<file path="config.mk">
export PLATFORM = sky130hd
export DESIGN_NAME = ccm_unit
export DESIGN_NICKNAME = d
export VERILOG_FILES = /design/src/pkg/ccm_pkg.sv /design/src/logic/ccm_edge_prescaler.sv /design/src/logic/ccm_unit.sv
export SDC_FILE = /design/constraint.sdc
export NUM_CORES = 1
export LEC_CHECK = 0
export ABC_CLOCK_PERIOD_IN_PS = 3580
export BUFFER_PORTS_ARGS = -buffer_cell sky130_fd_sc_hd__buf_2
export CAP_MARGIN = 10
export CORE_ASPECT_RATIO = 0.8
export CORE_MARGIN = 2
export CORE_UTILIZATION = 44
export DETAILED_ROUTE_END_ITERATION = 10
export HOLD_SLACK_MARGIN = 0.12
export PLACE_DENSITY = 0.69
export SLEW_MARGIN = 20
export SYNTH_ARGS = -nofsm -noshare
export SYNTH_HDL_FRONTEND = slang
export SYNTH_SLANG_ARGS = --single-unit
export TNS_END_PERCENT = 10
</file>
<file path="constraint.sdc">
create_clock -name pclk -period 3.58 [get_ports pclk]
set_input_delay 0.716 -clock pclk [delete_from_list [all_inputs] [get_ports pclk]]
set_output_delay 0.716 -clock pclk [all_outputs]
set_load 0.02 [all_outputs]
</file>
<file path="src/pkg/ccm_pkg.sv">
/*
 * Constants for the capture/compare mode unit: register byte offsets,
 * field positions, reset values, mode codes and prescale counts.
 * Assumes a 32-bit APB slave port with word-aligned registers.
 */
package ccm_pkg;

    // Register byte offsets
    localparam logic [7:0] OFS_VALUE_LOW    = 8'h00;
    localparam logic [7:0] OFS_VALUE_HIGH   = 8'h04;
    localparam logic [7:0] OFS_MODE_CONTROL = 8'h08;
    localparam logic [7:0] OFS_T3_COUNT_LOW = 8'h0C;
    localparam logic [7:0] OFS_T3_COUNT_HI  = 8'h10;
    localparam logic [7:0] OFS_T3_CONTROL   = 8'h14;
    localparam logic [7:0] OFS_STATUS       = 8'h18;

    // Reset values
    localparam logic [7:0]  RST_MODE_CONTROL = 8'h00;
    localparam logic [7:0]  RST_T3_CONTROL   = 8'h00;
    localparam logic [7:0]  RST_VALUE_BYTE   = 8'h00;
    localparam logic [15:0] RST_T3_COUNT     = 16'h0000;

    // Mode control fields
    localparam int STEER_MSB = 7;
    localparam int STEER_LSB = 6;
    localparam int DUTY_MSB  = 5;
    localparam int DUTY_LSB  = 4;
    localparam int MODE_MSB  = 3;
    localparam int MODE_LSB  = 0;

    // Timer three control fields; bit 6 is unimplemented
    localparam int          T3_ON_BIT       = 0;
    localparam int          T3_TIMEBASE_BIT = 3;
    localparam logic [7:0]  T3_CONTROL_MASK = 8'hBF;

    // Status fields, write one to clear
    localparam int STS_CC_FLAG_BIT  = 0;
    localparam int STS_T3_OVF_BIT   = 1;

    // Unit mode codes
    localparam logic [3:0] MODE_OFF          = 4'h0;
    localparam logic [3:0] MODE_CMP_TOGGLE   = 4'h2;
    localparam logic [3:0] MODE_CAP_FALL     = 4'h4;
    localparam logic [3:0] MODE_CAP_RISE     = 4'h5;
    localparam logic [3:0] MODE_CAP_RISE4    = 4'h6;
    localparam logic [3:0] MODE_CAP_RISE16   = 4'h7;
    localparam logic [3:0] MODE_CMP_SET      = 4'h8;
    localparam logic [3:0] MODE_CMP_CLEAR    = 4'h9;
    localparam logic [3:0] MODE_CMP_SOFT     = 4'hA;
    localparam logic [3:0] MODE_CMP_TRIGGER  = 4'hB;

    // Output steering codes in PWM mode
    localparam logic [1:0] STEER_SINGLE      = 2'h0;
    localparam logic [1:0] STEER_FULL_FWD    = 2'h1;
    localparam logic [1:0] STEER_HALF        = 2'h2;
    localparam logic [1:0] STEER_FULL_REV    = 2'h3;

    // Capture prescale edge counts
    localparam logic [3:0] PRESCALE_LAST4    = 4'h3;
    localparam logic [3:0] PRESCALE_LAST16   = 4'hF;

    typedef enum logic [1:0] {
        CLS_OFF,
        CLS_CAPTURE,
        CLS_COMPARE,
        CLS_PWM
    } ccm_class_t;

endpackage

</file>
<file path="src/logic/ccm_edge_prescaler.sv">
/*
 * Capture edge detector and prescaler. Emits one-cycle capture events.
 * Assumes pin_level is already synchronised to pclk.
 */
`timescale 1ns/1ns
module ccm_edge_prescaler (
    input  wire logic       pclk,
    input  wire logic       presetn,
    input  wire logic       pin_level,
    input  wire logic [3:0] mode_code,
    output logic            capture_event
);
    logic       prev_ff;
    logic [3:0] count_ff;
    logic [3:0] nxt_count;
    logic       rise;
    logic       fall;
    logic       is_capture;

    assign rise       = pin_level & ~prev_ff;
    assign fall       = ~pin_level & prev_ff;
    assign is_capture = (mode_code[3:2] == 2'b01);

    // Edge history
    always_ff @(posedge pclk or negedge presetn) begin
        if (!presetn) begin
            prev_ff <= 1'b0;
        end else begin
            prev_ff <= pin_level;
        end
    end

    // Event select; four-edge >= compare so a count left by a prior setting fires early
    always_comb begin
        nxt_count     = count_ff;
        capture_event = 1'b0;
        case (mode_code)
            ccm_pkg::MODE_CAP_FALL: begin
                capture_event = fall;
            end
            ccm_pkg::MODE_CAP_RISE: begin
                capture_event = rise;
            end
            ccm_pkg::MODE_CAP_RISE4: begin
                if (rise && count_ff >= ccm_pkg::PRESCALE_LAST4) begin
                    capture_event = 1'b1;
                    nxt_count     = 4'h0;
                end else if (rise) begin
                    nxt_count = count_ff + 4'h1;
                end
            end
            ccm_pkg::MODE_CAP_RISE16: begin
                if (rise && count_ff == ccm_pkg::PRESCALE_LAST16) begin
                    capture_event = 1'b1;
                    nxt_count     = 4'h0;
                end else if (rise) begin
                    nxt_count = count_ff + 4'h1;
                end
            end
            default: begin
                nxt_count = 4'h0;
            end
        endcase
        if (!is_capture) begin
            nxt_count = 4'h0;
        end
    end

    // Counter survives a switch between capture codes
    always_ff @(posedge pclk or negedge presetn) begin
        if (!presetn) begin
            count_ff <= 4'h0;
        end else begin
            count_ff <= nxt_count;
        end
    end

    property p_prescale_clear;
        @(posedge pclk) disable iff (!presetn)
        !is_capture |=> count_ff == 4'h0;
    endproperty
    a_prescale_clear: assert property (p_prescale_clear) else $error("prescaler not cleared");

    property p_fourth_edge;
        @(posedge pclk) disable iff (!presetn)
        (mode_code == ccm_pkg::MODE_CAP_RISE4 && rise && count_ff == 4'h3) |-> capture_event ##1 count_ff == 4'h0;
    endproperty
    a_fourth_edge: assert property (p_fourth_edge) else $error("fourth rising edge missed");

endmodule

</file>
<file path="src/logic/ccm_unit.sv">
/*
 * Capture/compare mode unit with APB register file, a 16-bit timer three,
 * edge prescaler, compare latch, special event trigger and PWM pin steering.
 * Assumes the first timer count and pwm_modulation come from pclk logic;
 * the capture pin is asynchronous. Zero-wait APB slave.
 */
`timescale 1ns/1ns
module ccm_unit #(
    parameter int ADDR_W = 8
) (
    input  wire logic              pclk,
    input  wire logic              presetn,
    input  wire logic [ADDR_W-1:0] paddr,
    input  wire logic              psel,
    input  wire logic              penable,
    input  wire logic              pwrite,
    input  wire logic [31:0]       pwdata,
    output logic                   pready,
    output logic [31:0]            prdata,
    output logic                   pslverr,
    input  wire logic              capture_compare_pin_in,
    input  wire logic [15:0]       first_timer_count,
    input  wire logic              adc_enabled,
    input  wire logic              pwm_modulation,
    output logic                   output_pin_a_out,
    output logic                   output_pin_a_oe,
    output logic                   output_pin_b_out,
    output logic                   output_pin_b_oe,
    output logic                   output_pin_c_out,
    output logic                   output_pin_c_oe,
    output logic                   output_pin_d_out,
    output logic                   output_pin_d_oe,
    output logic                   first_timer_reset,
    output logic                   adc_start,
    output logic [9:0]             duty_value,
    output logic                   capture_compare_flag,
    output logic                   timer_three_overflow_flag
);
    // Address decode needs the full offset range
    generate
        if (ADDR_W < 5) begin : g_bad_addr
            $error("ADDR_W too small for register map");
        end
    endgenerate

    logic [7:0]  value_low_ff;
    logic [7:0]  value_high_ff;
    logic [7:0]  mode_ctrl_ff;
    logic [7:0]  t3_ctrl_ff;
    logic [15:0] t3_count_ff;
    logic        cc_flag_ff;
    logic        t3_ovf_ff;
    logic        cmp_latch_ff;
    logic        match_prev_ff;
    logic        pin_meta_ff;
    logic        pin_sync_ff;
    logic        first_reset_ff;
    logic        adc_start_ff;
    logic [3:0]  pin_out_ff;
    logic [3:0]  pin_oe_ff;
    logic [3:0]  nxt_pin_out;
    logic [3:0]  nxt_pin_oe;

    logic [3:0]  unit_mode_code;
    logic [1:0]  output_steering_config;
    logic [1:0]  duty_fraction_bits;
    logic        time_base_select;
    logic        t3_on;
    logic [15:0] capture_compare_value;
    logic [15:0] sel_count;
    logic [7:0]  addr_b;
    logic        apb_wr;
    logic        wr_lo;
    logic        wr_hi;
    logic        wr_mode;
    logic        wr_t3lo;
    logic        wr_t3hi;
    logic        wr_t3ctrl;
    logic        wr_status;
    logic        mapped;
    logic        capture_event;
    logic        match_now;
    logic        match_pulse;
    logic        trigger;
    logic        trig_t3;
    logic        t3_wrap;
    ccm_pkg::ccm_class_t mode_class;

    // Classify the mode code; reserved codes fall into off
    function automatic ccm_pkg::ccm_class_t classify(input logic [3:0] code);
        if (code[3:2] == 2'b01) begin
            return ccm_pkg::CLS_CAPTURE;
        end else if (code[3:2] == 2'b11) begin
            return ccm_pkg::CLS_PWM;
        end else if (code[3:2] == 2'b10 || code == ccm_pkg::MODE_CMP_TOGGLE) begin
            return ccm_pkg::CLS_COMPARE;
        end
        return ccm_pkg::CLS_OFF;
    endfunction

    // Apply active-low polarity to a pin level
    function automatic logic polar(input logic level, input logic active_low);
        return level ^ active_low;
    endfunction

    // Field views of the mode, timer three control and value registers
    assign unit_mode_code         = mode_ctrl_ff[ccm_pkg::MODE_MSB:ccm_pkg::MODE_LSB];
    assign output_steering_config = mode_ctrl_ff[ccm_pkg::STEER_MSB:ccm_pkg::STEER_LSB];
    assign duty_fraction_bits     = mode_ctrl_ff[ccm_pkg::DUTY_MSB:ccm_pkg::DUTY_LSB];
    assign time_base_select       = t3_ctrl_ff[ccm_pkg::T3_TIMEBASE_BIT];
    assign t3_on                  = t3_ctrl_ff[ccm_pkg::T3_ON_BIT];
    assign capture_compare_value  = {value_high_ff, value_low_ff};
    assign mode_class             = classify(unit_mode_code);
    assign sel_count              = time_base_select ? t3_count_ff : first_timer_count;

    // APB decode, zero wait states
    assign addr_b    = 8'(paddr);
    assign apb_wr    = psel & penable & pwrite;
    assign wr_lo     = apb_wr && addr_b == ccm_pkg::OFS_VALUE_LOW;
    assign wr_hi     = apb_wr && addr_b == ccm_pkg::OFS_VALUE_HIGH;
    assign wr_mode   = apb_wr && addr_b == ccm_pkg::OFS_MODE_CONTROL;
    assign wr_t3lo   = apb_wr && addr_b == ccm_pkg::OFS_T3_COUNT_LOW;
    assign wr_t3hi   = apb_wr && addr_b == ccm_pkg::OFS_T3_COUNT_HI;
    assign wr_t3ctrl = apb_wr && addr_b == ccm_pkg::OFS_T3_CONTROL;
    assign wr_status = apb_wr && addr_b == ccm_pkg::OFS_STATUS;
    assign pready    = 1'b1;

    // Read mux; unmapped offsets read zero and answer with an error
    always_comb begin
        mapped = 1'b1;
        prdata = 32'h0000_0000;
        case (addr_b)
            ccm_pkg::OFS_VALUE_LOW:    prdata[7:0] = value_low_ff;
            ccm_pkg::OFS_VALUE_HIGH:   prdata[7:0] = value_high_ff;
            ccm_pkg::OFS_MODE_CONTROL: prdata[7:0] = mode_ctrl_ff;
            ccm_pkg::OFS_T3_COUNT_LOW: prdata[7:0] = t3_count_ff[7:0];
            ccm_pkg::OFS_T3_COUNT_HI:  prdata[7:0] = t3_count_ff[15:8];
            ccm_pkg::OFS_T3_CONTROL:   prdata[7:0] = t3_ctrl_ff;
            ccm_pkg::OFS_STATUS: begin
                prdata[ccm_pkg::STS_CC_FLAG_BIT] = cc_flag_ff;
                prdata[ccm_pkg::STS_T3_OVF_BIT]  = t3_ovf_ff;
            end
            default:                   mapped = 1'b0;
        endcase
        pslverr = psel & penable & ~mapped;
    end

    // Capture pin synchroniser
    always_ff @(posedge pclk or negedge presetn) begin
        if (!presetn) begin
            pin_meta_ff <= 1'b0;
            pin_sync_ff <= 1'b0;
        end else begin
            pin_meta_ff <= capture_compare_pin_in;
            pin_sync_ff <= pin_meta_ff;
        end
    end

    ccm_edge_prescaler u_prescaler (
        .pclk          (pclk),
        .presetn       (presetn),
        .pin_level     (pin_sync_ff),
        .mode_code     (unit_mode_code),
        .capture_event (capture_event)
    );

    // Mode and timer control registers
    always_ff @(posedge pclk or negedge presetn) begin
        if (!presetn) begin
            mode_ctrl_ff <= ccm_pkg::RST_MODE_CONTROL;
            t3_ctrl_ff   <= ccm_pkg::RST_T3_CONTROL;
        end else begin
            if (wr_mode) begin
                mode_ctrl_ff <= pwdata[7:0];
            end
            if (wr_t3ctrl) begin
                t3_ctrl_ff <= pwdata[7:0] & ccm_pkg::T3_CONTROL_MASK;
            end
        end
    end

    // Value pair: a capture overwrites, and beats a same-cycle software write
    always_ff @(posedge pclk or negedge presetn) begin
        if (!presetn) begin
            value_low_ff  <= ccm_pkg::RST_VALUE_BYTE;
            value_high_ff <= ccm_pkg::RST_VALUE_BYTE;
        end else if (capture_event && mode_class == ccm_pkg::CLS_CAPTURE) begin
            value_low_ff  <= sel_count[7:0];
            value_high_ff <= sel_count[15:8];
        end else begin
            if (wr_lo) begin
                value_low_ff <= pwdata[7:0];
            end
            if (wr_hi) begin
                value_high_ff <= pwdata[7:0];
            end
        end
    end

    // Match is taken on the first equal cycle so a stalled timer flags once
    assign match_now   = (mode_class == ccm_pkg::CLS_COMPARE) && (sel_count == capture_compare_value);
    assign match_pulse = match_now & ~match_prev_ff;
    assign trigger     = match_pulse && unit_mode_code == ccm_pkg::MODE_CMP_TRIGGER;
    assign trig_t3     = trigger & time_base_select;
    assign t3_wrap     = t3_on && t3_count_ff == 16'hFFFF;

    always_ff @(posedge pclk or negedge presetn) begin
        if (!presetn) begin
            match_prev_ff <= 1'b0;
        end else begin
            match_prev_ff <= match_now;
        end
    end

    // Timer three: write wins over trigger reset; only internal 1:1 clocking
    always_ff @(posedge pclk or negedge presetn) begin
        if (!presetn) begin
            t3_count_ff <= ccm_pkg::RST_T3_COUNT;
        end else if (wr_t3lo) begin
            t3_count_ff <= {t3_count_ff[15:8], pwdata[7:0]};
        end else if (wr_t3hi) begin
            t3_count_ff <= {pwdata[7:0], t3_count_ff[7:0]};
        end else if (trig_t3) begin
            t3_count_ff <= 16'h0000;
        end else if (t3_on) begin
            t3_count_ff <= t3_count_ff + 16'h0001;
        end
    end

    // Sticky flags; hardware set wins over a write-one clear
    always_ff @(posedge pclk or negedge presetn) begin
        if (!presetn) begin
            cc_flag_ff <= 1'b0;
            t3_ovf_ff  <= 1'b0;
        end else begin
            if (match_pulse || (capture_event && mode_class == ccm_pkg::CLS_CAPTURE)) begin
                cc_flag_ff <= 1'b1;
            end else if (wr_status && pwdata[ccm_pkg::STS_CC_FLAG_BIT]) begin
                cc_flag_ff <= 1'b0;
            end
            if (t3_wrap && !wr_t3lo && !wr_t3hi && !trig_t3) begin
                t3_ovf_ff <= 1'b1;
            end else if (wr_status && pwdata[ccm_pkg::STS_T3_OVF_BIT]) begin
                t3_ovf_ff <= 1'b0;
            end
        end
    end

    // Compare output latch; mode off forces it low
    always_ff @(posedge pclk or negedge presetn) begin
        if (!presetn) begin
            cmp_latch_ff <= 1'b0;
        end else if (unit_mode_code == ccm_pkg::MODE_OFF) begin
            cmp_latch_ff <= 1'b0;
        end else if (match_pulse) begin
            case (unit_mode_code)
                ccm_pkg::MODE_CMP_TOGGLE: cmp_latch_ff <= ~cmp_latch_ff;
                ccm_pkg::MODE_CMP_SET:    cmp_latch_ff <= 1'b1;
                ccm_pkg::MODE_CMP_CLEAR:  cmp_latch_ff <= 1'b0;
                default:                  cmp_latch_ff <= cmp_latch_ff;
            endcase
        end
    end

    // Trigger side effects, registered pulses
    always_ff @(posedge pclk or negedge presetn) begin
        if (!presetn) begin
            first_reset_ff <= 1'b0;
            adc_start_ff   <= 1'b0;
        end else begin
            first_reset_ff <= trigger & ~time_base_select;
            adc_start_ff   <= trigger & adc_enabled;
        end
    end

    // Pin steering and polarity; bit 0 of the code inverts b and d, bit 1 a and c
    always_comb begin
        nxt_pin_out = 4'h0;
        nxt_pin_oe  = 4'h0;
        if (mode_class == ccm_pkg::CLS_PWM) begin
            case (output_steering_config)
                ccm_pkg::STEER_SINGLE: begin
                    nxt_pin_out[0] = pwm_modulation;
                    nxt_pin_oe     = 4'b0001;
                end
                ccm_pkg::STEER_FULL_FWD: begin
                    nxt_pin_out = {pwm_modulation, 1'b0, 1'b0, 1'b1};
                    nxt_pin_oe  = 4'b1111;
                end
                ccm_pkg::STEER_HALF: begin
                    nxt_pin_out = {1'b0, 1'b0, ~pwm_modulation, pwm_modulation};
                    nxt_pin_oe  = 4'b0011;
                end
                ccm_pkg::STEER_FULL_REV: begin
                    nxt_pin_out = {1'b0, 1'b1, pwm_modulation, 1'b0};
                    nxt_pin_oe  = 4'b1111;
                end
                default: begin
                    nxt_pin_oe = 4'h0;
                end
            endcase
            nxt_pin_out[0] = polar(nxt_pin_out[0], unit_mode_code[1]);
            nxt_pin_out[2] = polar(nxt_pin_out[2], unit_mode_code[1]);
            nxt_pin_out[1] = polar(nxt_pin_out[1], unit_mode_code[0]);
            nxt_pin_out[3] = polar(nxt_pin_out[3], unit_mode_code[0]);
        end else if (mode_class == ccm_pkg::CLS_COMPARE && unit_mode_code != ccm_pkg::MODE_CMP_SOFT
                     && unit_mode_code != ccm_pkg::MODE_CMP_TRIGGER) begin
            nxt_pin_out[0] = cmp_latch_ff;
            nxt_pin_oe[0]  = 1'b1;
        end
    end

    always_ff @(posedge pclk or negedge presetn) begin
        if (!presetn) begin
            pin_out_ff <= 4'h0;
            pin_oe_ff  <= 4'h0;
        end else begin
            pin_out_ff <= nxt_pin_out;
            pin_oe_ff  <= nxt_pin_oe;
        end
    end

    // Output wiring
    assign {output_pin_d_out, output_pin_c_out, output_pin_b_out, output_pin_a_out} = pin_out_ff;
    assign {output_pin_d_oe, output_pin_c_oe, output_pin_b_oe, output_pin_a_oe}     = pin_oe_ff;
    assign duty_value                = {value_low_ff, duty_fraction_bits};
    assign first_timer_reset         = first_reset_ff;
    assign adc_start                 = adc_start_ff;
    assign capture_compare_flag      = cc_flag_ff;
    assign timer_three_overflow_flag = t3_ovf_ff;

    property p_trig_reset;
        @(posedge pclk) disable iff (!presetn)
        (trig_t3 && !wr_t3lo && !wr_t3hi) |=> t3_count_ff == 16'h0000;
    endproperty
    a_trig_reset: assert property (p_trig_reset) else $error("trigger did not reset timer three");

    property p_trig_no_ovf;
        @(posedge pclk) disable iff (!presetn)
        (trig_t3 && !t3_ovf_ff) |=> !t3_ovf_ff;
    endproperty
    a_trig_no_ovf: assert property (p_trig_no_ovf) else $error("trigger set overflow flag");

    property p_write_wins;
        @(posedge pclk) disable iff (!presetn)
        (trig_t3 && wr_t3lo) |=> t3_count_ff[7:0] == $past(pwdata[7:0]) && t3_count_ff[15:8] == $past(t3_count_ff[15:8]);
    endproperty
    a_write_wins: assert property (p_write_wins) else $error("trigger beat timer write");

    property p_capture_copy;
        @(posedge pclk) disable iff (!presetn)
        (capture_event && mode_class == ccm_pkg::CLS_CAPTURE) |=> capture_compare_value == $past(sel_count);
    endproperty
    a_capture_copy: assert property (p_capture_copy) else $error("capture value wrong");

    property p_capture_flag;
        @(posedge pclk) disable iff (!presetn)
        (capture_event && mode_class == ccm_pkg::CLS_CAPTURE) |=> cc_flag_ff;
    endproperty
    a_capture_flag: assert property (p_capture_flag) else $error("capture flag not set");

    property p_set_on_match;
        @(posedge pclk) disable iff (!presetn)
        (match_pulse && unit_mode_code == ccm_pkg::MODE_CMP_SET && !wr_mode) |=> cmp_latch_ff ##1 output_pin_a_out;
    endproperty
    a_set_on_match: assert property (p_set_on_match) else $error("set on match failed");

    property p_off_clears;
        @(posedge pclk) disable iff (!presetn)
        (unit_mode_code == ccm_pkg::MODE_OFF && !wr_mode) |=> !cmp_latch_ff ##1 !output_pin_a_oe;
    endproperty
    a_off_clears: assert property (p_off_clears) else $error("off mode left latch or pin");

endmodule

</file>
==> results.py <==
metrics = {
    "detailed_routing": {
        "avgViaCountPerCell": 5.770,
        "wl_mm": 12.34,
        "vias": 3837,
        "drc_errors": 0,
        "first_iter_violations": 437,
        "ant_nets": 0,
        "dr.pass1.iters": 5,
        "wl_per_cell_um": 18.56,
    },
    "die": {
        "die_height_um": 93.23,
        "core_area_sq_mm": 0.009649,
        "io_pins": 120,
        "die-area_sq_mm": 0.01077,
        "row_count": 32,
        "dieWidth_um": 115.5,
        "start_util": 0.4538,
    },
    "logic_synthesis": {
        "synth.avg_cell_area_sq_um": 9.688,
        "synthesis.instances": 452,
        "synth_top_flop_cell": "dfrtp_1",
        "synth.distinct_cells": 61,
        "synthTopCellsByArea": "dfrtp_1 38%, mux2i_1 11%, buf_4 4.8%",
        "yosysSeqAreaShare": 0.3829,
        "synth_area_sq_mm": 0.004379,
        "synth-edff-count": 0,
        "async_flop_share": 1.000,
        "synth_warnings": 0,
        "ys_seq_elements": 67,
        "synth_area_leader_cell": "dfrtp_1",
        "synth_top_area_share": 0.3829,
    },
    "power_and_ir_drop": {
        "power.density_mw_per_mm2": 382.0,
        "p_int_uw": 1453,
        "vdd_ir_drop_max_mv": 0.2177,
        "switching_share": 0.2545,
        "power_switching_uw": 495.9,
        "leakagePower_uw": 0.002501,
        "clock_power_share": 0.474,
        "combPwrFrac": 0.107,
        "seqPwrFrac": 0.419,
    },
    "sta": {
        "max_freq_mhz": 328.5,
        "setup_tns_ps": 0,
        "finalMaxSlewViolations": 0,
        "grt_setup_unrepaired": "no",
        "layout_min_cycle_time_ps": 3044,
        "hold_violations": 0,
        "hold_ws_ps": 349.8,
        "slew_headroom": 0.3224,
        "tightest_slew_ps": 1014,
        "fin_skew_ps": 9.625,
        "period_share": 0.8503,
        "setup_violations": 0,
    },
    "finish": {
        "synthToLayoutAreaGrowth_pct": 16.49,
        "drive_gt1_frac": 0.2363,
        "final_area_sq_mm": 0.005101,
        "nets": 590,
        "post-route-util": 0.5287,
        "diodes": 0,
    },
    "setup_path": {
        "cp_max_fo": 14,
        "r2r_end": "t3_count_ff[5]",
        "crit_buf_inv": 1,
        "cp.arrival_ps": 3240,
        "critPathLaunchType": "flop",
        "reg2regPathDepth": 8,
        "rr_startpoint": "t3_ctrl_ff[3]",
        "path_cells": "buf_4, mux2i_1, xnor2_1, nor4_4, nand4_4, nor4b_4, nand4b_1, o311ai_1",
        "crit_path_max_incr_delay_ps": 830,
        "critPathCaptureType": "flop",
        "crit_type": "flop to flop",
        "rrSetupSlack_ps": 540,
        "crit_family": "simple AND/OR/NAND/NOR gates",
        "worstPathRequired_ps": 3780,
        "slowest_stage": "dfrtp_1",
    },
    "global_routing": {
        "antenna_found_initial": 0,
        "overflow": 0,
        "grtUsageTotal": 0.2396,
        "grt_max_degree": 27,
        "grt_pass1_vias": 3548,
        "grt_pass1_wl_mm": 19.35,
    },
    "clock_tree": {
        "insertion_delay_ps": 340,
        "tritoncts": "yes",
        "post-cts-setup-buffer-count": 0,
        "cts.clk_slew.worst_paths_ps": 60,
        "post_cts_resized": 0,
        "cts_buffer_depth": 2,
        "cts_made_buffers": 9,
        "htree_levels": 3,
        "clock-sinks": 67,
        "postCtsHoldBufs": 0,
        "root_buffer": "clkbuf_16",
    },
    "hold_path": {
        "hp-start": "pin_meta_ff",
        "min_path_cells": 0,
        "min_path_type": "flop to flop",
        "min_to": "pin_sync_ff",
    },
    "run_status": {
        "status": "finished, final reports clean",
    },
    "placed_design": {
        "hpwl_mm": 9.035,
        "placed_area_sq_mm": 0.004793,
        "gp_congestion": 0.9554,
        "numPortBuffers": 70,
    },
    "run": {
        "max_cap_violations": 0,
    },
}
## flip-flops by register name (all words and copies together), names as in the netlist
name	cells
capture_compare_flag	1
value_high_ff	8
mode_ctrl_ff	8
pin_meta_ff	1
t3_count_ff	16
pin_sync_ff	1
value_low_ff	8
u_prescaler.prev_ff	1
timer_three_overflow_flag	1
pin_oe_ff	3
match_prev_ff	1
pin_out_ff	4
adc_start	1
t3_ctrl_ff	7
u_prescaler.count_ff	4
first_timer_reset	1
cmp_latch_ff	1
## cells in the mapped netlist (2+ instances only)
cell / count
a31oi_1: 6
or3_1: 3
xnor2_1: 20
buf_4: 28
a22oi_1: 21
xor2_1: 4
and3_1: 12
nand3b_1: 3
nand4_1: 2
mux2i_2: 2
nor3_1: 6
a222oi_1: 3
clkbuf_1: 11
o311ai_1: 6
a21oi_1: 4
a211oi_1: 2
o21ai_0: 13
conb_1: 2
and2_1: 2
o22a_1: 7
dfrtp_1: 67
inv_1: 10
nand2b_1: 2
nor2_1: 34
mux2i_1: 48
nor2b_1: 3
ha_1: 2
nand3_1: 22
nand4b_1: 2
mux2_2: 15
nor4_4: 3
nor4_1: 6
buf_2: 4
nand2_1: 50
## power groups by stage
stage	sequential (uW)	combinational (uW)	clock, uW
after global placement	827	202	0
final	817	208	924
after floorplan	822	145	0
after CTS	815	206	938
after global routing	819	227	971
after detailed placement	828	205	0
## cells in the final DEF, fill, tap and decap left out, types with 3 or more instances in the layout
master / instances
nand3_1: 22
nor4_4: 3
inv_1: 10
clkbuf_16: 9
nand2_1: 50
a31oi_1: 6
o22a_1: 7
nor3_1: 6
o21ai_0: 13
nand3b_1: 3
or3_1: 3
xor2_1: 4
mux2i_1: 48
a21oi_1: 4
xnor2_1: 20
dfrtp_1: 67
conb_1: 25
clkbuf_8: 3
clkbuf_1: 3
nor4_1: 6
buf_4: 12
a222oi_1: 3
mux2_2: 15
nor2_1: 34
buf_2: 70
o311ai_1: 6
and3_1: 12
nor2b_1: 3
a22oi_1: 21
## how the worst max path moves through the flow
| stage | from | to | slack, ps | cells after the start |
|---|---|---|---|---|
| 2_1_floorplan | paddr[5] | prdata[0] | 970 | 5 |
| 3_3_place_gp | paddr[1] | prdata[1] | 660 | 6 |
| 3_5_place_dp | t3_ctrl_ff[3] | t3_count_ff[5] | 620 | 8 |
| 4_1_cts | t3_ctrl_ff[3] | t3_count_ff[5] | 590 | 8 |
| 5_1_grt | t3_ctrl_ff[3] | t3_count_ff[5] | 380 | 8 |
| 6_report | t3_ctrl_ff[3] | t3_count_ff[5] | 540 | 8 |
## kinds of logic after synthesis
| family | count (synthesis) | synth area share |
|---|---|---|
| fa+ha+maj | 2 | 0.005713 |
| other cells | 2 | 0.001715 |
| flops | 67 | 0.3829 |
| xor+xnor | 24 | 0.04800 |
| simple gates | 160 | 0.1989 |
| mux | 65 | 0.1546 |
| compound gates | 78 | 0.1351 |
| buf+inv | 54 | 0.07314 |
## per-stage QoR
| stage | std cells | worst slack (ps) | total power, uW |
|---|---|---|---|
| 4_1_cts | 665 | 591.9 | 1958 |
| 6_report | 665 | 536.1 | 1949 |
| 3_5_place_dp | 649 | 618.1 | 1033 |
| 5_1_grt | 665 | 381.6 | 2017 |
| 2_1_floorplan | 475 | 972.9 | 967.1 |
| 3_3_place_gp | 649 | 656.4 | 1029 |
## layout make-up
| class | count | area, sq um |
|---|---|---|
| timing repair buffer | 82 | 440.4 |
| multi-input combinational | 354 | 2469 |
| tap | 136 | 170.2 |
| sequential | 67 | 1677 |
| fill | 862 | 4548 |
| clock inverter | 1 | 30.03 |
| clock buffer | 15 | 277.8 |
| inverter | 10 | 37.54 |
## metal layers
layer / track usage / up-vias / routed length (um)
li1: - / 1761 / -
met1: 0.3568 / 1837 / 5692
met2: 0.3367 / 215 / 5251
met3: 0.06870 / 24 / 1226
met4: 0.06827 / 0 / 172
met5: 0 / - / 0
## worst register-to-register path, cell delays in order (launching register included)
cell and delay, ps:
dfrtp_1 830, buf_4 320, mux2i_1 290, xnor2_1 170
nor4_4 340, nand4_4 230, nor4b_4 450, nand4b_1 170
o311ai_1 120
Power figures use the tool's default switching activity.
